[config.mk]
export PLATFORM = sky130hd
export DESIGN_NAME = uplink_dedicated_slot_framer
export DESIGN_NICKNAME = d
export VERILOG_FILES = /design/src/inc/framer_pkg.sv /design/src/inc/slot_fields_if.sv /design/src/rtl/ctrl_slot_builder.sv /design/src/rtl/uplink_dedicated_slot_framer.sv
export SDC_FILE = /design/constraint.sdc
export NUM_CORES = 1
export LEC_CHECK = 0
export BUFFER_PORTS_ARGS = -buffer_cell sky130_fd_sc_hd__buf_2
export CAP_MARGIN = 20
export CORE_UTILIZATION = 55
export DETAILED_ROUTE_END_ITERATION = 10
export PLACE_DENSITY = 0.86
export SLEW_MARGIN = 10
export SYNTH_ARGS = -nofsm -noshare
export SYNTH_HDL_FRONTEND = slang
export SYNTH_HIERARCHICAL = 1
export SYNTH_SLANG_ARGS = --single-unit
[constraint.sdc]
create_clock -name clk_i -period 8.6 [get_ports clk_i]
set_input_delay 0.43 -clock clk_i [delete_from_list [all_inputs] [get_ports clk_i]]
set_output_delay 0.43 -clock clk_i [all_outputs]
set_load 0.02 [all_outputs]
[src/inc/framer_pkg.sv]
// Purpose: shared constants for the uplink slot framer
// Assumes: one control channel at fixed spreading factor 256
// Notes: pilot sync words hold the four frame-sync bits per slot
package framer_pkg;
    localparam int SLOT_CHIPS = 2560;
    localparam int FRAME_SLOTS = 15;
    localparam int FRAME_MS = 10;
    localparam int SUPER_MS = 720;
    localparam int SUPER_FRAMES = SUPER_MS / FRAME_MS;
    localparam int CTRL_SF = 256;
    localparam int CTRL_SLOT_BITS = SLOT_CHIPS / CTRL_SF;
    localparam int MAX_K = 6;
    localparam int DATA_BITS_BASE = 10;
    localparam int N_FORMATS = 6;
    localparam int FORMAT_INDICATOR_FIELD_BITS = 30;
    localparam int FORMAT_INDICATOR_FIELD_PER_SLOT = 2;
    localparam logic [11:0] LAST_CHIP = 12'(SLOT_CHIPS - 1);
    localparam logic [3:0] LAST_SLOT = 4'(FRAME_SLOTS - 1);
    localparam logic [6:0] SUPER_TAIL = 7'(SUPER_FRAMES - 1);
    localparam logic [7:0] SYM_MASK_MAX = 8'(CTRL_SF - 1);
    localparam logic [7:0] REG_CTRL = 8'h00;
    localparam logic [7:0] REG_FORMAT_INDICATOR_FIELD = 8'h04;
    localparam logic [7:0] REG_SFN = 8'h08;
    localparam logic [7:0] REG_STATUS = 8'h0c;
    localparam int CTRL_W = 15;
    localparam int CTRL_EN = 0;
    localparam int CTRL_FMT = 1;
    localparam int CTRL_K = 4;
    localparam int CTRL_DATA_ON = 7;
    localparam int CTRL_SITE_SELECTION_SIGNALLING = 8;
    localparam int CTRL_DIV = 9;
    localparam int CTRL_TPC = 10;
    localparam int CTRL_S = 11;
    localparam int CTRL_D = 13;
    localparam logic [CTRL_W-1:0] CTRL_RESET = 15'h0000;
    localparam logic [1:0] RESP_OKAY = 2'b00;
    localparam logic [1:0] RESP_SLVERR = 2'b10;
    localparam logic [3:0] STRB_FULL = 4'hf;
    typedef struct packed {
        logic [3:0] pilot;
        logic [1:0] power_command_field;
        logic [1:0] format_indicator_field;
        logic [1:0] feedback_field;
    } slot_layout_type;
    localparam slot_layout_type LAYOUTS [N_FORMATS] = '{
        '{4'h6, 2'h2, 2'h2, 2'h0}, '{4'h8, 2'h2, 2'h0, 2'h0},
        '{4'h5, 2'h2, 2'h2, 2'h1}, '{4'h7, 2'h2, 2'h0, 2'h1},
        '{4'h6, 2'h2, 2'h0, 2'h2}, '{4'h5, 2'h1, 2'h2, 2'h2}};
    localparam logic [3:0] SYNC_WORDS [FRAME_SLOTS] = '{
        4'he, 4'h2, 4'h5, 4'h0, 4'h9, 4'he, 4'hc, 4'h8,
        4'h6, 4'hf, 4'h5, 4'hb, 4'h8, 4'h3, 4'h3};
    typedef enum logic [0:0] {
        ST_IDLE = 1'b0,
        ST_RUN = 1'b1
    } run_state_type;
endpackage

[src/inc/slot_fields_if.sv]
// Purpose: carries slot settings to the control slot builder
// Assumes: fmt below the layout count, slot below 15
// Notes: word is sent most significant bit first
`timescale 1ns/1ns
interface slot_fields_if;
    logic [3:0] slot;
    logic [2:0] fmt;
    logic tpc_cmd;
    logic [1:0] format_indicator_field_pair;
    logic [1:0] s_bits;
    logic [1:0] d_bits;
    logic site_selection_signalling_on;
    logic div_on;
    logic [9:0] word;
    modport builder(input slot, fmt, tpc_cmd, format_indicator_field_pair, s_bits, d_bits,
        site_selection_signalling_on, div_on, output word);
    modport user(output slot, fmt, tpc_cmd, format_indicator_field_pair, s_bits, d_bits,
        site_selection_signalling_on, div_on, input word);
endinterface

[src/rtl/ctrl_slot_builder.sv]
// Purpose: assembles one 10-bit control slot word
// Assumes: inputs are stable settings of the slot
// Notes: order is pilot, format indicator, feedback, power command
`timescale 1ns/1ns
module ctrl_slot_builder
    import framer_pkg::*;
(
    slot_fields_if.builder bif
);
    slot_layout_type lay;
    logic [3:0] sy;
    logic [7:0] pilot;
    logic [1:0] fb;
    logic [1:0] fb_mask;
    logic [1:0] tpc2;
    logic [1:0] tf;
    logic [3:0] pos_fb;
    logic [3:0] pos_tpc;

    always_comb
    begin
        lay = LAYOUTS[bif.fmt];
        sy = SYNC_WORDS[bif.slot];
        // non-sync pilot bits are ones
        unique case (lay.pilot)
            4'h5: pilot = {sy[3], sy[2], 1'b1, sy[1], sy[0], 3'h0};
            4'h6: pilot = {1'b1, sy[3], sy[2], 1'b1, sy[1], sy[0], 2'h0};
            4'h7: pilot = {1'b1, sy[3], sy[2], 1'b1, sy[1], sy[0], 2'h2};
            default: pilot = {1'b1, sy[3], 1'b1, sy[2], 1'b1, sy[1],
                1'b1, sy[0]};
        endcase
        if (bif.site_selection_signalling_on && bif.div_on)
            fb = {bif.s_bits[1], bif.d_bits[1]};
        else if (bif.div_on)
            fb = bif.d_bits;
        else
            fb = bif.s_bits;
        unique case (lay.feedback_field)
            2'h0: fb_mask = 2'h0;
            2'h1: fb_mask = 2'h2;
            default: fb_mask = 2'h3;
        endcase
        // one command bit or a doubled pair
        tpc2 = (lay.power_command_field == 2'h1) ? {bif.tpc_cmd, 1'b0}
            : {bif.tpc_cmd, bif.tpc_cmd};
        tf = (lay.format_indicator_field == 2'h2) ? bif.format_indicator_field_pair : 2'h0;
        pos_fb = lay.pilot + 4'(lay.format_indicator_field);
        pos_tpc = pos_fb + 4'(lay.feedback_field);
        bif.word = {pilot, 2'h0} | ({tf, 8'h00} >> lay.pilot)
            | ({fb & fb_mask, 8'h00} >> pos_fb)
            | ({tpc2, 8'h00} >> pos_tpc);
    end
endmodule

[src/rtl/uplink_dedicated_slot_framer.sv]
// Purpose: uplink dedicated channel slot, frame and superframe framer
// Assumes: chip_tick_i is a one-cycle chip strobe from clk_i logic
// Notes: data channel on the I branch, control channel on Q
`timescale 1ns/1ns
module uplink_dedicated_slot_framer
    import framer_pkg::*;
#(
    parameter int SFN_W = 12,
    parameter int ADDR_W = 8
)
(
    input wire logic clk_i,
    input wire logic rstn_i,
    input wire logic [ADDR_W-1:0] awaddr_i,
    input wire logic awvalid_i,
    output logic awready_o,
    input wire logic [31:0] wdata_i,
    input wire logic [3:0] wstrb_i,
    input wire logic wvalid_i,
    output logic wready_o,
    output logic [1:0] bresp_o,
    output logic bvalid_o,
    input wire logic bready_i,
    input wire logic [ADDR_W-1:0] araddr_i,
    input wire logic arvalid_i,
    output logic arready_o,
    output logic [31:0] rdata_o,
    output logic [1:0] rresp_o,
    output logic rvalid_o,
    input wire logic rready_i,
    input wire logic chip_tick_i,
    input wire logic data_bit_i,
    output logic data_take_o,
    output logic chip_valid_o,
    output logic i_branch_o,
    output logic q_branch_o,
    output logic slot_start_o,
    output logic frame_start_o,
    output logic superframe_head_o,
    output logic superframe_tail_o,
    output logic [3:0] slot_index_o,
    output logic [SFN_W-1:0] system_frame_number_o
);
    localparam logic [SFN_W-1:0] SUPER_N = SFN_W'(SUPER_FRAMES);
    localparam int TW = FORMAT_INDICATOR_FIELD_BITS;

    if (SFN_W < 7 || SFN_W > 16 || ADDR_W < 4 || ADDR_W > 8)
    begin : g_chk
        $error("framer parameters out of range");
    end

    logic rst_meta_q, rst_n_q;
    logic [CTRL_W-1:0] ctrl_q;
    logic [TW-1:0] format_indicator_field_q, format_indicator_field_l_q;
    logic [SFN_W-1:0] sfn_q;
    logic [2:0] k_l_q;
    logic data_on_l_q;
    run_state_type state_q;
    logic [11:0] chip_q;
    logic [3:0] slot_q;
    logic [9:0] word_q;
    logic pre_q, take_prev_q;
    logic [9:0] sym_cnt_q;
    logic aw_hold_q, w_hold_q, awready_q, wready_q, bvalid_q;
    logic [ADDR_W-1:0] awaddr_q;
    logic [31:0] wdata_q;
    logic w_full_q;
    logic [1:0] bresp_q;
    logic arready_q, rvalid_q;
    logic [31:0] rdata_q;
    logic [1:0] rresp_q;
    logic i_q, q_q, take_q, chip_v_q, slot_st_q, frame_st_q;
    logic head_q, tail_q;

    logic aw_hold_d, w_hold_d, bvalid_d, do_write;
    logic [ADDR_W-1:0] wr_addr;
    logic [31:0] wr_data;
    logic wr_ok, sfn_wr;
    logic run, adv, slot_begin, frame_begin, chip_last, slot_last;
    logic sym_start, data_on_cur;
    logic [2:0] k_cur;
    logic [TW-1:0] format_indicator_field_src, format_indicator_field_sh;
    logic [9:0] word_cur;
    logic [6:0] sfn_mod;
    logic [3:0] bit_idx;

    slot_fields_if bif();
    ctrl_slot_builder u_builder (.bif(bif));

    // reset release through two flops
    always_ff @(posedge clk_i or negedge rstn_i)
    begin
        if (!rstn_i)
        begin
            rst_meta_q <= 1'b0;
            rst_n_q <= 1'b0;
        end
        else
        begin
            rst_meta_q <= 1'b1;
            rst_n_q <= rst_meta_q;
        end
    end

    // write channel: address and data in either order
    always_comb
    begin
        aw_hold_d = aw_hold_q | (awvalid_i & awready_q);
        w_hold_d = w_hold_q | (wvalid_i & wready_q);
        do_write = aw_hold_d & w_hold_d & ~bvalid_q;
        bvalid_d = bvalid_q & ~bready_i;
        wr_addr = aw_hold_q ? awaddr_q : awaddr_i;
        wr_data = w_hold_q ? wdata_q : wdata_i;
        if (do_write)
        begin
            aw_hold_d = 1'b0;
            w_hold_d = 1'b0;
            bvalid_d = 1'b1;
        end
        // a held data beat keeps its own strobe verdict
        wr_ok = w_hold_q ? w_full_q : wstrb_i == STRB_FULL;
        sfn_wr = do_write && wr_addr == ADDR_W'(REG_SFN);
    end

    always_ff @(posedge clk_i or negedge rst_n_q)
    begin
        if (!rst_n_q)
        begin
            aw_hold_q <= 1'b0;
            w_hold_q <= 1'b0;
            awready_q <= 1'b0;
            wready_q <= 1'b0;
            bvalid_q <= 1'b0;
            bresp_q <= RESP_OKAY;
            awaddr_q <= '0;
            wdata_q <= '0;
            w_full_q <= 1'b0;
        end
        else
        begin
            aw_hold_q <= aw_hold_d;
            w_hold_q <= w_hold_d;
            awready_q <= ~aw_hold_d & ~bvalid_d;
            wready_q <= ~w_hold_d & ~bvalid_d;
            bvalid_q <= bvalid_d;
            if (awvalid_i && awready_q)
                awaddr_q <= awaddr_i;
            if (wvalid_i && wready_q)
            begin
                wdata_q <= wdata_i;
                w_full_q <= wstrb_i == STRB_FULL;
            end
            if (do_write)
            begin
                bresp_q <= RESP_OKAY;
                unique case (wr_addr)
                    ADDR_W'(REG_CTRL):
                        if (!wr_ok
                            || wr_data[CTRL_FMT+:3] >= 3'(N_FORMATS)
                            || wr_data[CTRL_K+:3] > 3'(MAX_K))
                            bresp_q <= RESP_SLVERR;
                    ADDR_W'(REG_FORMAT_INDICATOR_FIELD), ADDR_W'(REG_SFN), ADDR_W'(REG_STATUS):
                        if (!wr_ok)
                            bresp_q <= RESP_SLVERR;
                    default: bresp_q <= RESP_SLVERR;
                endcase
            end
        end
    end

    // software registers
    always_ff @(posedge clk_i or negedge rst_n_q)
    begin
        if (!rst_n_q)
        begin
            ctrl_q <= CTRL_RESET;
            format_indicator_field_q <= '0;
        end
        else if (do_write && wr_ok)
        begin
            if (wr_addr == ADDR_W'(REG_CTRL)
                && wr_data[CTRL_FMT+:3] < 3'(N_FORMATS)
                && wr_data[CTRL_K+:3] <= 3'(MAX_K))
                ctrl_q <= wr_data[CTRL_W-1:0];
            if (wr_addr == ADDR_W'(REG_FORMAT_INDICATOR_FIELD))
                format_indicator_field_q <= wr_data[TW-1:0];
        end
    end

    // read channel, one cycle answer
    always_ff @(posedge clk_i or negedge rst_n_q)
    begin
        if (!rst_n_q)
        begin
            arready_q <= 1'b0;
            rvalid_q <= 1'b0;
            rdata_q <= '0;
            rresp_q <= RESP_OKAY;
        end
        else if (rvalid_q)
        begin
            if (rready_i)
            begin
                rvalid_q <= 1'b0;
                arready_q <= 1'b1;
            end
        end
        else if (arvalid_i && arready_q)
        begin
            arready_q <= 1'b0;
            rvalid_q <= 1'b1;
            rresp_q <= RESP_OKAY;
            unique case (araddr_i)
                ADDR_W'(REG_CTRL): rdata_q <= 32'(ctrl_q);
                ADDR_W'(REG_FORMAT_INDICATOR_FIELD): rdata_q <= 32'(format_indicator_field_q);
                ADDR_W'(REG_SFN): rdata_q <= 32'(sfn_q);
                ADDR_W'(REG_STATUS):
                    rdata_q <= 32'({state_q, sfn_mod, slot_q});
                default:
                begin
                    rdata_q <= '0;
                    rresp_q <= RESP_SLVERR;
                end
            endcase
        end
        else
            arready_q <= 1'b1;
    end

    // slot timing
    always_comb
    begin
        run = state_q == ST_RUN;
        adv = run & chip_tick_i;
        slot_begin = adv && chip_q == '0;
        frame_begin = slot_begin && slot_q == '0;
        chip_last = chip_q == LAST_CHIP;
        slot_last = slot_q == LAST_SLOT;
        sfn_mod = 7'(sfn_q % SUPER_N);
        k_cur = frame_begin ? ctrl_q[CTRL_K+:3] : k_l_q;
        data_on_cur = frame_begin ? ctrl_q[CTRL_DATA_ON] : data_on_l_q;
        // symbol edge every 256 over two to the k chips
        sym_start = adv
            && (chip_q[7:0] & (SYM_MASK_MAX >> k_cur)) == 8'h00;
        format_indicator_field_src = frame_begin ? format_indicator_field_q : format_indicator_field_l_q;
        format_indicator_field_sh = format_indicator_field_src << (FORMAT_INDICATOR_FIELD_PER_SLOT * slot_q);
        word_cur = slot_begin ? bif.word : word_q;
        bit_idx = 4'(CTRL_SLOT_BITS - 1) - chip_q[11:8];
        bif.slot = slot_q;
        bif.fmt = ctrl_q[CTRL_FMT+:3];
        bif.tpc_cmd = ctrl_q[CTRL_TPC];
        bif.format_indicator_field_pair = format_indicator_field_sh[TW-1-:2];
        bif.s_bits = ctrl_q[CTRL_S+:2];
        bif.d_bits = ctrl_q[CTRL_D+:2];
        bif.site_selection_signalling_on = ctrl_q[CTRL_SITE_SELECTION_SIGNALLING];
        bif.div_on = ctrl_q[CTRL_DIV];
    end

    always_ff @(posedge clk_i or negedge rst_n_q)
    begin
        if (!rst_n_q)
            state_q <= ST_IDLE;
        else
            unique case (state_q)
                ST_IDLE: if (ctrl_q[CTRL_EN]) state_q <= ST_RUN;
                ST_RUN: if (!ctrl_q[CTRL_EN] && chip_q == '0)
                    state_q <= ST_IDLE;
            endcase
    end

    always_ff @(posedge clk_i or negedge rst_n_q)
    begin
        if (!rst_n_q)
        begin
            chip_q <= '0;
            slot_q <= '0;
            sfn_q <= '0;
        end
        else
        begin
            if (adv)
                chip_q <= chip_last ? '0 : chip_q + 12'h001;
            if (adv && chip_last)
                slot_q <= slot_last ? '0 : slot_q + 4'h1;
            if (sfn_wr && wr_ok)
                sfn_q <= wr_data[SFN_W-1:0];
            else if (adv && chip_last && slot_last)
                sfn_q <= sfn_q + SFN_W'(1);
        end
    end

    // per-frame and per-slot settings
    always_ff @(posedge clk_i or negedge rst_n_q)
    begin
        if (!rst_n_q)
        begin
            k_l_q <= '0;
            data_on_l_q <= 1'b0;
            format_indicator_field_l_q <= '0;
            word_q <= '0;
        end
        else
        begin
            if (frame_begin)
            begin
                k_l_q <= ctrl_q[CTRL_K+:3];
                data_on_l_q <= ctrl_q[CTRL_DATA_ON];
                format_indicator_field_l_q <= format_indicator_field_q;
            end
            if (slot_begin)
                word_q <= bif.word;
        end
    end

    // branch outputs and data fetch
    always_ff @(posedge clk_i or negedge rst_n_q)
    begin
        if (!rst_n_q)
        begin
            i_q <= 1'b0;
            q_q <= 1'b0;
            take_q <= 1'b0;
            take_prev_q <= 1'b0;
            pre_q <= 1'b0;
            sym_cnt_q <= '0;
        end
        else
        begin
            take_q <= sym_start & data_on_cur;
            take_prev_q <= take_q;
            if (take_prev_q || !run)
                pre_q <= data_bit_i;
            if (sym_start)
            begin
                i_q <= data_on_cur & pre_q;
                sym_cnt_q <= slot_begin ? 10'h001 : sym_cnt_q + 10'h001;
            end
            if (adv && chip_q[7:0] == 8'h00)
                q_q <= word_cur[bit_idx];
            if (!run)
                i_q <= 1'b0;
        end
    end

    always_ff @(posedge clk_i or negedge rst_n_q)
    begin
        if (!rst_n_q)
        begin
            chip_v_q <= 1'b0;
            slot_st_q <= 1'b0;
            frame_st_q <= 1'b0;
            head_q <= 1'b0;
            tail_q <= 1'b0;
        end
        else
        begin
            chip_v_q <= adv;
            slot_st_q <= slot_begin;
            frame_st_q <= frame_begin;
            head_q <= run && sfn_mod == '0;
            tail_q <= run && sfn_mod == SUPER_TAIL;
        end
    end

    assign awready_o = awready_q;
    assign wready_o = wready_q;
    assign bvalid_o = bvalid_q;
    assign bresp_o = bresp_q;
    assign arready_o = arready_q;
    assign rvalid_o = rvalid_q;
    assign rdata_o = rdata_q;
    assign rresp_o = rresp_q;
    assign data_take_o = take_q;
    assign chip_valid_o = chip_v_q;
    assign i_branch_o = i_q;
    assign q_branch_o = q_q;
    assign slot_start_o = slot_st_q;
    assign frame_start_o = frame_st_q;
    assign superframe_head_o = head_q;
    assign superframe_tail_o = tail_q;
    assign slot_index_o = slot_q;
    assign system_frame_number_o = sfn_q;
endmodule

==> results of run 1 <==
[layer usage]
metal,vias to the layer above,track usage [%]
li1,3814,-
met1,4087,34.0
met2,307,43.4
met3,74,4.65
met4,0,11.6
met5,-,0
[through the flow]
stage                     cells  hold WS (ns)
after floorplan            1040         0.134
after global placement     1341         0.215
after detailed placement   1341         0.219
after CTS                  1382         0.148
after global routing       1383         0.157
final                      1383         0.163
[registers in the layout, summed over array words and instances (netlist names), 4 cells and up]
name and cells:
awaddr_q 8, chip_q 12, ctrl_q 15, format_indicator_field_l_q 30, format_indicator_field_q 30, rdata_o 30
slot_index_o 4, system_frame_number_o 12, wdata_q 30, word_q 10
[path summary, 6_finish.rpt]
path | start | cells after the start | endpoint
min in group asynchronous | rst_n_q | 0 | bresp_o[1]
max in group asynchronous | rst_n_q | 2 | chip_q[4]
worst min-delay path | data_bit_i | 2 | pre_q
worst min register to register | rst_n_q | 0 | bresp_o[1]
worst max-delay path | chip_q[2] | 16 | q_branch_o
worst max register to register | chip_q[2] | 16 | q_branch_o
[cells by family (layout without fill, tap and decap cells)]
logic type                 count (synthesis)  count (layout)  share of synthesized area [%]
AOI/OAI and AO/OA                        207             207                           13.0
buffers and inverters                     91             200                           3.84
other                                      2               5                         0.0719
DFF                                      208             208                           49.8
adders and majority gates                 16              16                           1.89
muxes                                    108             108                           13.0
and+or+nand+nor                          378             378                           16.1
xor gates and xnor gates                  27              27                           2.26
[area by class of cell]
| type | count | area, um2 | area share (%) |
|---|---|---|---|
| Clock buffer | 32 | 659 | 5.54 |
| Clock inverter | 8 | 53.8 | 0.452 |
| Inverter | 28 | 105 | 0.883 |
| Multi-Input combinational cell | 741 | 4860 | 40.9 |
| Sequential cell | 208 | 5210 | 43.8 |
| Tap cell | 234 | 293 | 2.46 |
| Timing Repair Buffer | 132 | 716 | 6.02 |
[repair_timing]
item	4_1_cts	5_1_grt
hold buffers	1	0
resized for setup	0	0
hold endpoints to repair	2	0
setup buffers	0	0
[placed cells by master, fill, tap and decap left out, types with 14 or more instances in the layout]
master     netlist  routed
buf_2            9     119
a22o_1          23      23
nand3_1         15      15
nor3_1          19      19
xnor2_1         17      17
nand2b_1        16      16
dfrtp_1        208     207
mux2_2          41      41
nor2_1          88      86
ha_1            14      14
nand2_1        182     182
clkbuf_16        0      23
mux4_2          18      18
inv_1           28      28
o21ai_0         49      49
mux2i_1         47      47
a21oi_1         65      65
[where the power goes]
group	internal (mW)	leakage, nW	total, mW	switching, mW
combinational	0.210	2.69	0.474	0.265
clock	0.536	0.353	0.926	0.390
sequential	1.10	2.74	1.17	0.0764
==> run_results.csv, run 1 <==
group,metric,value,unit
synthesis,yosysTopAreaCellShare,49.8,%
finish,layout-area-overhead-vs-synth,13.9,%
floorplanning,core_outline_area,18600,um2
detailed_routing,drt_iter0_drc,626,
pwr,pwr_density_cell,216,nW/um2
setup_path,timing_worst_setup_path_type,"flop to flop",
synthesis,asyncSetResetFlopFracSynth,100,%
timing,final-max-slew-violation-count,0,
timing,fin_crit_period,4.64,ns
global_routing,grt_pass1_vias,8178,
clocking,clock_tree.root_cell,"clkbuf_16",
synthesis,synth.area.top_cells,"dfrtp_1 (50%), nand2_1 (6.5%), mux2i_1 (4.5%)",
finish,layout.nets,1209,
timing,max_clock_freq,215,MHz
worst_hold_path,holdCritPathClass,"input port to flop",
floorplanning,initial_core_utilization,56.0,%
global_routing,antenna_found_initial,0,
timing,worstMarginPinSlew,1.07,ns
placed_design,io_buffer_count,119,
synthesis,synth-main-ff-cell,"dfrtp_1",
setup_path,timing.critical_path.slowest_stage_cell,"or3_1",
pwr,ir_drop,336,uV
timing,unrepaired_setup_endpoints_after_global_routing,"false",
run_status,run_status,"finished clean",
synthesis,syn_avg_cell_area,10.1,um2
setup_path,critical_path.startpoint_type,"flop",
setup_path,worst_ep_arrival_time,5.02,ns
setup_path,worst-r2r-setup-slack,3.96,ns
placed_design,place_hpwl,17300,um
synthesis,post_synth_instance_area,10400,um2
setup_path,worst_path_most_repeated_cell,"nand2_1",
global_routing,overflow,0,
timing,final_setup_vio_count,0,
floorplanning,floorplan.die_area,19500,um2
clocking,clk_pin_slew,0.06,ns
placed_design,placed_area,11100,um2
detailed_routing,routedLengthMet1,10400,um
clocking,cts-root-to-sink-buffers,3,
finish,final_layout_size_suffix_gt1_share,21.3,%
synthesis,number_of_cells_produced_by_synthesis,1037,
detailed_routing,wl,25300,um
setup_path,timing.critical_path.max_delay_family,"simple AND/OR/NAND/NOR gates",
clocking,tritoncts,"yes",
timing,finalWorstSetupSlack,3.96,ns
synthesis,synthesis.yosys.warnings,6,
pwr,total_power,2.57,mW
clocking,worst_skew_pair_later_pin_latency,0.51,ns
timing,report.final.hold_viol_count,0,
detailed_routing,topRoutingLayerUsed,"met4",
finish,fill_cells,1434,
floorplanning,dieHeight,140,um
setup_path,crit_fanout,34,
detailed_routing,drc,0,
synthesis,synth.yosys.seq_area_share,49.8,%
synthesis,synth-seq-cells,208,
floorplanning,die-width,140,um
detailed_routing,wire_per_inst,18.3,um
clocking,tritoncts.num_buffers,23,
setup_path,setup.worst_path.end_class,"flop",
detailed_routing,route.met2.wl,12200,um
setup_path,crit_chain,"nor3_2 -> nand4b_1 -> or3_1 -> or2_1 -> buf_4 -> nand2_1 -> nand2_1 -> mux4_2 -> mux4_2 -> a41oi_1 -> a21oi_1 -> nand2_1 -> nand2_1 -> mux4_2 -> a211oi_1 -> o31ai_1",
setup_path,slowest_delay,0.57,ns
detailed_routing,vias_per_cell,5.99,
placed_design,placement.setup.worst_slack,4.01,ns
synthesis,synth.lib_cells_used.distinct,78,
synthesis,leading_area_contributor_after_synthesis,"dfrtp_1",
detailed_routing,firstDrtPassIters,5,
global_routing,grt_max_degree,80,
synthesis,post_synth_most_frequent_cells,"dfrtp_1 (208), nand2_1 (182), nor2_1 (88)",
global_routing,grt.total_usage,26.3,%
clocking,cts_num_sinks,208,
finish,antenna_cells_inserted,0,
timing,fin_crit_sh,54.0,%
timing,max-slew-margin-rel,28.1,%
floorplanning,pin_count,126,
setup_path,buffers_and_inverters_on_the_worst_path,1,
synthesis,synthMostInstantiatedCell,"dfrtp_1",
setup_path,worst-endpoint-required,8.98,ns
clocking,h_tree_levels,1,
timing,setup-tns-final,0,ns
finish,postLayoutCellArea,11900,um2
detailed_routing,num_vias,8282,
global_routing,grt_first_pass_wirelength,41300,um
placed_design,gp_congestion,0.888,
detailed_routing,antenna_left,0,
pwr,power.static_leakage,5.78,nW
synthesis,synth_enable_flop_cells,0,
timing,clock-skew-final,0.0161,ns
detailed_routing,met3_wl_post_dr,1630,um
run,max_capacitance_violation_total,0,
floorplanning,rows,50,
finish,fin_util,63.8,%
Note: power is estimated with default switching activity, not from simulation.
==> run 2, diff against run 1 <==
--- a/config.mk
+++ b/config.mk
@@ -5,6 +5,7 @@
 export SDC_FILE = /design/constraint.sdc
 export NUM_CORES = 1
 export LEC_CHECK = 0
+export ABC_AREA = 1
 export BUFFER_PORTS_ARGS = -buffer_cell sky130_fd_sc_hd__buf_2
 export CAP_MARGIN = 20
 export CORE_UTILIZATION = 55
==> constraint.sdc (replaced) <==
create_clock -name clk_i -period 4.65 [get_ports clk_i]
set_input_delay 0.2325 -clock clk_i [delete_from_list [all_inputs] [get_ports clk_i]]
set_output_delay 0.2325 -clock clk_i [all_outputs]
set_load 0.02 [all_outputs]
==> run 2 against run 1 <==
Sequential power grew 91%. Synthesized area grew 1.4%. Fmax grew 13%. Setup slack lost 3.4 ns. Power grew 99%. Via count grew 15%.
==> run_results.csv, run 2 <==
group,metric,value,unit
run_status,run_status,"finished clean",
synthesis,syn_avg_cell_area,8.03,um2
clocking,h_tree_levels,1,
floorplanning,initial_core_utilization,56.5,%
finish,most_frequent_standard_cell_in_the_layout_excluding_fill_and_tap_cells,"nand2_1",
clocking,cts-root-to-sink-buffers,3,
synthesis,synth-seq-cells,208,
synthesis,leading_area_contributor_after_synthesis,"dfrtp_1",
finish,final_layout_size_suffix_gt1_share,16.0,%
pwr,total_power,5.12,mW
worst_hold_path,holdCritPathClass,"input port to flop",
global_routing,grt_max_degree,113,
synthesis,synth.lib_cells_used.distinct,46,
setup_path,worst-endpoint-required,5.07,ns
synthesis,synth.area.top_cells,"dfrtp_1 (49%), nand2_1 (14%), o21ai_0 (7.2%)",
synthesis,yosysTopAreaCellShare,49.1,%
timing,final-max-slew-violation-count,0,
global_routing,grt_first_pass_wirelength,44700,um
pwr,p_int,3.47,mW
pwr,p_seq_share,43.6,%
finish,fin_util,65.9,%
pwr,net-switching-power,1.65,mW
run,max_capacitance_violation_total,0,
timing,max-slew-margin-rel,34.9,%
global_routing,overflow,0,
global_routing,grt.total_usage,27.9,%
placed_design,io_buffer_count,119,
detailed_routing,vias_per_cell,5.62,
timing,worstMarginPinSlew,0.968,ns
detailed_routing,drc,0,
placed_design,place_inst,1641,
detailed_routing,firstDrtPassIters,5,
detailed_routing,num_vias,9554,
finish,antenna_cells_inserted,0,
setup_path,worst_ep_arrival_time,4.54,ns
setup_path,worst_path_most_repeated_cell,"nand2_1",
clocking,worst_skew_pair_later_pin_latency,0.51,ns
detailed_routing,antenna_left,0,
timing,finalWorstSetupSlack,0.532,ns
clocking,clk_pin_slew,0.06,ns
clocking,tritoncts,"yes",
setup_path,timing.critical_path.slowest_stage_cell,"dfrtp_1",
floorplanning,dieHeight,141,um
global_routing,antenna_found_initial,0,
pwr,pwr_density_cell,414,nW/um2
timing,report.final.hold_viol_count,0,
timing,final_setup_vio_count,0,
synthesis,post_synth_most_frequent_cells,"nand2_1 (388), dfrtp_1 (208), inv_1 (160)",
setup_path,critical_path.startpoint_type,"flop",
synthesis,synth.yosys.seq_area_share,49.1,%
timing,max_clock_freq,243,MHz
clocking,tritoncts.num_buffers,22,
detailed_routing,wire_per_inst,15.9,um
global_routing,grt_pass1_vias,9206,
placed_design,gp_congestion,0.945,
synthesis,post_synth_instance_area,10600,um2
pwr,power_frac_clock,34.9,%
pwr,power.static_leakage,6.44,nW
finish,layout.nets,1526,
floorplanning,rows,50,
finish,fill_cells,1465,
pwr,power_switching_share,32.2,%
synthesis,synth_enable_flop_cells,0,
synthesis,asyncSetResetFlopFracSynth,100,%
pwr,share_comb_of_total_power,21.5,%
setup_path,slowest_delay,0.42,ns
finish,layout_common_cells,"nand2_1 (387), dfrtp_1 (207), inv_1 (159)",
timing,fin_crit_sh,88.6,%
clocking,cts_num_sinks,208,
placed_design,placement.setup.worst_slack,0.345,ns
pwr,ir_drop,444,uV
synthesis,synthMostInstantiatedCell,"nand2_1",
floorplanning,die-width,141,um
finish,instances_no_fill,1701,
detailed_routing,drt_iter0_drc,837,
timing,setup-tns-final,0,ns
floorplanning,core_outline_area,18800,um2
finish,layout-area-overhead-vs-synth,16.8,%
setup_path,crit_fanout,59,
clocking,clock_tree.root_cell,"clkbuf_16",
floorplanning,floorplan.die_area,19800,um2
timing,fin_crit_period,4.12,ns
synthesis,synthesis.yosys.warnings,6,
placed_design,place_hpwl,18700,um
detailed_routing,wl,27100,um
setup_path,setup.worst_path.end_class,"flop",
synthesis,synth-main-ff-cell,"dfrtp_1",
timing,unrepaired_setup_endpoints_after_global_routing,"false",
synthesis,number_of_cells_produced_by_synthesis,1320,
timing,clock-skew-final,0.0158,ns
floorplanning,pin_count,126,
setup_path,timing_worst_setup_path_type,"flop to flop",
==> run 2: cells by family (layout without fill, tap and decap cells) <==
| logic type | Yosys count | in the layout | synth area share (%) |
|---|---|---|---|
| XOR/XNOR | 16 | 16 | 1.32 |
| flip-flops | 208 | 208 | 49.1 |
| AO/OA/AOI/OAI | 256 | 256 | 14.2 |
| buffers and inverters | 221 | 365 | 7.98 |
| AND/OR/NAND/NOR | 592 | 592 | 24.6 |
| adder cells (fa/ha/maj) | 14 | 14 | 1.65 |
| multiplexers | 11 | 11 | 1.12 |
| other | 2 | 5 | 0.0709 |
==> run 2: area by class of cell <==
class                           instances  area [um2]  share of cell area (%)
Sequential cell                       208        5210                    42.1
Multi-Input combinational cell        894        4570                    37.0
Timing Repair Buffer                  151         903                    7.30
Inverter                              174         657                    5.31
Clock buffer                           32         649                    5.25
Tap cell                              234         293                    2.37
Clock inverter                          8        90.1                   0.728
==> run 2: worst max-delay path: cells and delay by family, from the launching register on <==
| kind | cells | cell delay [ns] |
|---|---|---|
| simple gates | 12 | 1.28 |
| compound gates | 10 | 1.19 |
| buf+inv | 5 | 0.98 |
| flops | 1 | 0.42 |
| fa+ha+maj | 1 | 0.15 |
==> run 2: timing repair <==
action	in CTS	in global routing
setup buffers	0	3
endpoints found under the hold margin	17	0
setup endpoints to repair	0	1
resized for setup	0	2
hold buffers	17	0
==> run 2: final timing paths <==
kind / from / end / slack, ns / depth (start not counted)
worst max-delay path: chip_q[0] / q_branch_o / 0.53 / 28
worst min-delay path: wdata_i[3] / wdata_q[3] / 0.01 / 3
worst max register to register: chip_q[0] / q_branch_o / 0.53 / 28
worst min register to register: rst_meta_q / rst_n_q / 0.35 / 0
max in group asynchronous: rst_n_q / word_q[4] / 3.13 / 1
min in group asynchronous: rstn_i / rst_n_q / 0.04 / 2
==> run 2: per-stage QoR <==
step / hold slack [ns] / cell area, um2
global route: 0.00617 / 12400
floorplan: -0.0631 / 10600
global placement: 0.0183 / 11400
finish: 0.0117 / 12400
detailed placement: 0.0187 / 11400
CTS: 0.00263 / 12300
==> run 2: layer usage <==
layer	wire (um)	global-route usage, %
met1	11100	36.8
met2	13000	46.7
met3	1960	4.01
met4	1010	11.2
met5	0	0
==> run 2: power groups by stage <==
stage / Combinational [mW] / Sequential, mW / Clock [mW]
global placement: 1.02 / 2.24 / 0
finish: 1.10 / 2.23 / 1.79
global route: 1.25 / 2.26 / 1.88
floorplan: 0.759 / 2.26 / 0
CTS: 1.09 / 2.23 / 1.81
detailed placement: 1.06 / 2.25 / 0
==> run 3, diff against run 2 <==
--- a/config.mk
+++ b/config.mk
@@ -5,7 +5,7 @@
 export SDC_FILE = /design/constraint.sdc
 export NUM_CORES = 1
 export LEC_CHECK = 0
-export ABC_AREA = 1
+export ABC_AREA = 0
 export BUFFER_PORTS_ARGS = -buffer_cell sky130_fd_sc_hd__buf_2
 export CAP_MARGIN = 20
 export CORE_UTILIZATION = 55
==> run 3 against run 2 <==
Non-clock buffer count rose by 22. Clock skew down 0.0030 ns. Die area is 1.4% lower. Largest cell class unchanged. Hold slack worse by 0.0048 ns. Via count down 8.3%. First-iteration DRC count fell by 5.5%.
==> run_results.csv, run 3 (synthesis gave the netlist of run 1 again) <==
group,metric,value,unit
timing,worstMarginPinSlew,0.955,ns
global_routing,overflow,0,
setup_path,crit_chain,"nor2_1 -> nand2_1 -> or3_1 -> or2_2 -> nand2_1 -> nand2_1 -> mux4_2 -> mux4_2 -> a41oi_1 -> a21oi_1 -> nand2_1 -> nand2_1 -> mux4_2 -> a211oi_1 -> o31ai_1",
clocking,cts-root-to-sink-buffers,3,
floorplanning,die-width,140,um
setup_path,slowest_delay,0.51,ns
global_routing,grt_pass1_vias,8643,
clocking,cts_num_sinks,208,
timing,max-slew-margin-rel,36.1,%
timing,setup-tns-final,0,ns
finish,fill_cells,1317,
floorplanning,dieHeight,140,um
timing,final-max-slew-violation-count,0,
floorplanning,core_outline_area,18600,um2
clocking,tritoncts.num_buffers,23,
floorplanning,pin_count,126,
timing,unrepaired_setup_endpoints_after_global_routing,"false",
timing,final_setup_vio_count,0,
finish,most_frequent_standard_cell_in_the_layout_excluding_fill_and_tap_cells,"dfrtp_1",
floorplanning,initial_core_utilization,56.0,%
detailed_routing,wl,27100,um
setup_path,timing_worst_setup_path_type,"flop to flop",
detailed_routing,antenna_left,0,
floorplanning,floorplan.die_area,19500,um2
finish,layout.nets,1250,
finish,layout-area-overhead-vs-synth,18.2,%
finish,antenna_cells_inserted,0,
detailed_routing,vias_per_cell,6.16,
detailed_routing,num_vias,8765,
worst_hold_path,holdCritPathClass,"input port to flop",
finish,layout_common_cells,"dfrtp_1 (207), nand2_1 (182), buf_2 (119)",
setup_path,critical_path.startpoint_type,"flop",
clocking,clock_tree.root_cell,"clkbuf_16",
clocking,clk_pin_slew,0.06,ns
timing,fin_crit_sh,94.6,%
placed_design,place_hpwl,17300,um
global_routing,grt_max_degree,117,
timing,max_clock_freq,227,MHz
detailed_routing,drc,0,
run,max_capacitance_violation_total,0,
placed_design,gp_congestion,0.885,
global_routing,antenna_found_initial,0,
timing,clock-skew-final,0.0128,ns
clocking,h_tree_levels,1,
floorplanning,rows,50,
setup_path,worst-endpoint-required,5.04,ns
pwr,power.static_leakage,6.00,nW
finish,fin_util,66.2,%
setup_path,setup.worst_path.end_class,"flop",
run_status,run_status,"finished clean",
detailed_routing,drt_iter0_drc,791,
setup_path,crit_fanout,21,
timing,report.final.hold_viol_count,0,
setup_path,worst_ep_arrival_time,4.78,ns
finish,final_layout_size_suffix_gt1_share,21.4,%
global_routing,grt.total_usage,28.5,%
clocking,worst_skew_pair_later_pin_latency,0.50,ns
setup_path,timing.critical_path.slowest_stage_cell,"dfrtp_1",
setup_path,worst_path_most_repeated_cell,"nand2_1",
timing,fin_crit_period,4.40,ns
global_routing,grt_first_pass_wirelength,44700,um
clocking,tritoncts,"yes",
placed_design,io_buffer_count,119,
detailed_routing,wire_per_inst,19.0,um
pwr,ir_drop,459,uV
pwr,pwr_density_cell,397,nW/um2
detailed_routing,firstDrtPassIters,5,
-- run 3: changes by cell type in the layout (fill, tap and decap cells not counted), sizes merged, moves of 17 or more --
cell,delta
mux2i,+44
inv,-142
nand3,-49
nand2,-233
dlygate4sd3,+19
o21ai,-104
o211ai,-17
a22o,+17
nor2,+25
mux2,+35
mux4,+18
a21oi,+46
-- run 3: worst paths after layout --
path | from | endpoint | slack [ns] | cells past startpoint
worst min-delay path | bready_i | awready_o | 0.007 | 3
min in group asynchronous | rstn_i | rst_n_q | 0.06 | 2
worst max-delay path | chip_q[8] | q_branch_o | 0.25 | 15
worst max register to register | chip_q[8] | q_branch_o | 0.25 | 15
max in group asynchronous | rst_n_q | wdata_q[25] | 3.28 | 1
worst min register to register | rst_n_q | awaddr_q[6] | 0.33 | 0
-- run 3: per-layer routing --
metal	share of wire (%)	global-route usage, %	vias up
met2	51	48.6	405
met1	39	36.7	4388
met3	7.7	5.13	68
met5	0	0	-
li1	-	-	3904
met4	3.0	9.95	0
-- run 3: final cells by class --
cell class                      instances  area (um2)  area share, %
Inverter                               28         105          0.851
Clock buffer                           33         713           5.78
Tap cell                              234         293           2.37
Multi-Input combinational cell        741        4860           39.4
Sequential cell                       208        5210           42.2
Clock inverter                          6        58.8          0.476
Timing Repair Buffer                  173        1100           8.94
-- run 3: power by group --
group / total, mW / internal (mW) / switching (mW)
combinational: 0.880 / 0.406 / 0.474
clock: 1.82 / 1.11 / 0.712
sequential: 2.19 / 2.03 / 0.166
total: 4.90 / 3.55 / 1.35
-- run 3: repair_timing --
item | in CTS | in global routing
endpoints found under the hold margin | 37 | 0
hold buffers | 36 | 0
endpoints found under the setup margin | 0 | 1
buffers inserted | 0 | 0
gates resized for setup | 0 | 1
-- run 3: metrics by stage --
step / setup slack [ns] / cells / hold WS [ns] / instance area (um2) / power [mW]
2_1_floorplan: 0.664 / 1040 / -0.0631 / 10500 / 2.81
3_3_place_gp: 0.440 / 1347 / 0.0174 / 11200 / 3.00
3_5_place_dp: 0.344 / 1347 / 0.0199 / 11200 / 3.05
4_1_cts: 0.221 / 1422 / 0.000154 / 12300 / 4.89
5_1_grt: 0.0643 / 1423 / 0.0132 / 12300 / 5.10
6_report: 0.252 / 1423 / 0.00687 / 12300 / 4.90
-- run 3: worst max-delay path, delay by kind of cell, from the launching register on --
family | cells | cell delay (ns)
compound gates | 4 | 0.68
flops | 1 | 0.51
mux | 3 | 1.48
simple gates | 8 | 1.59
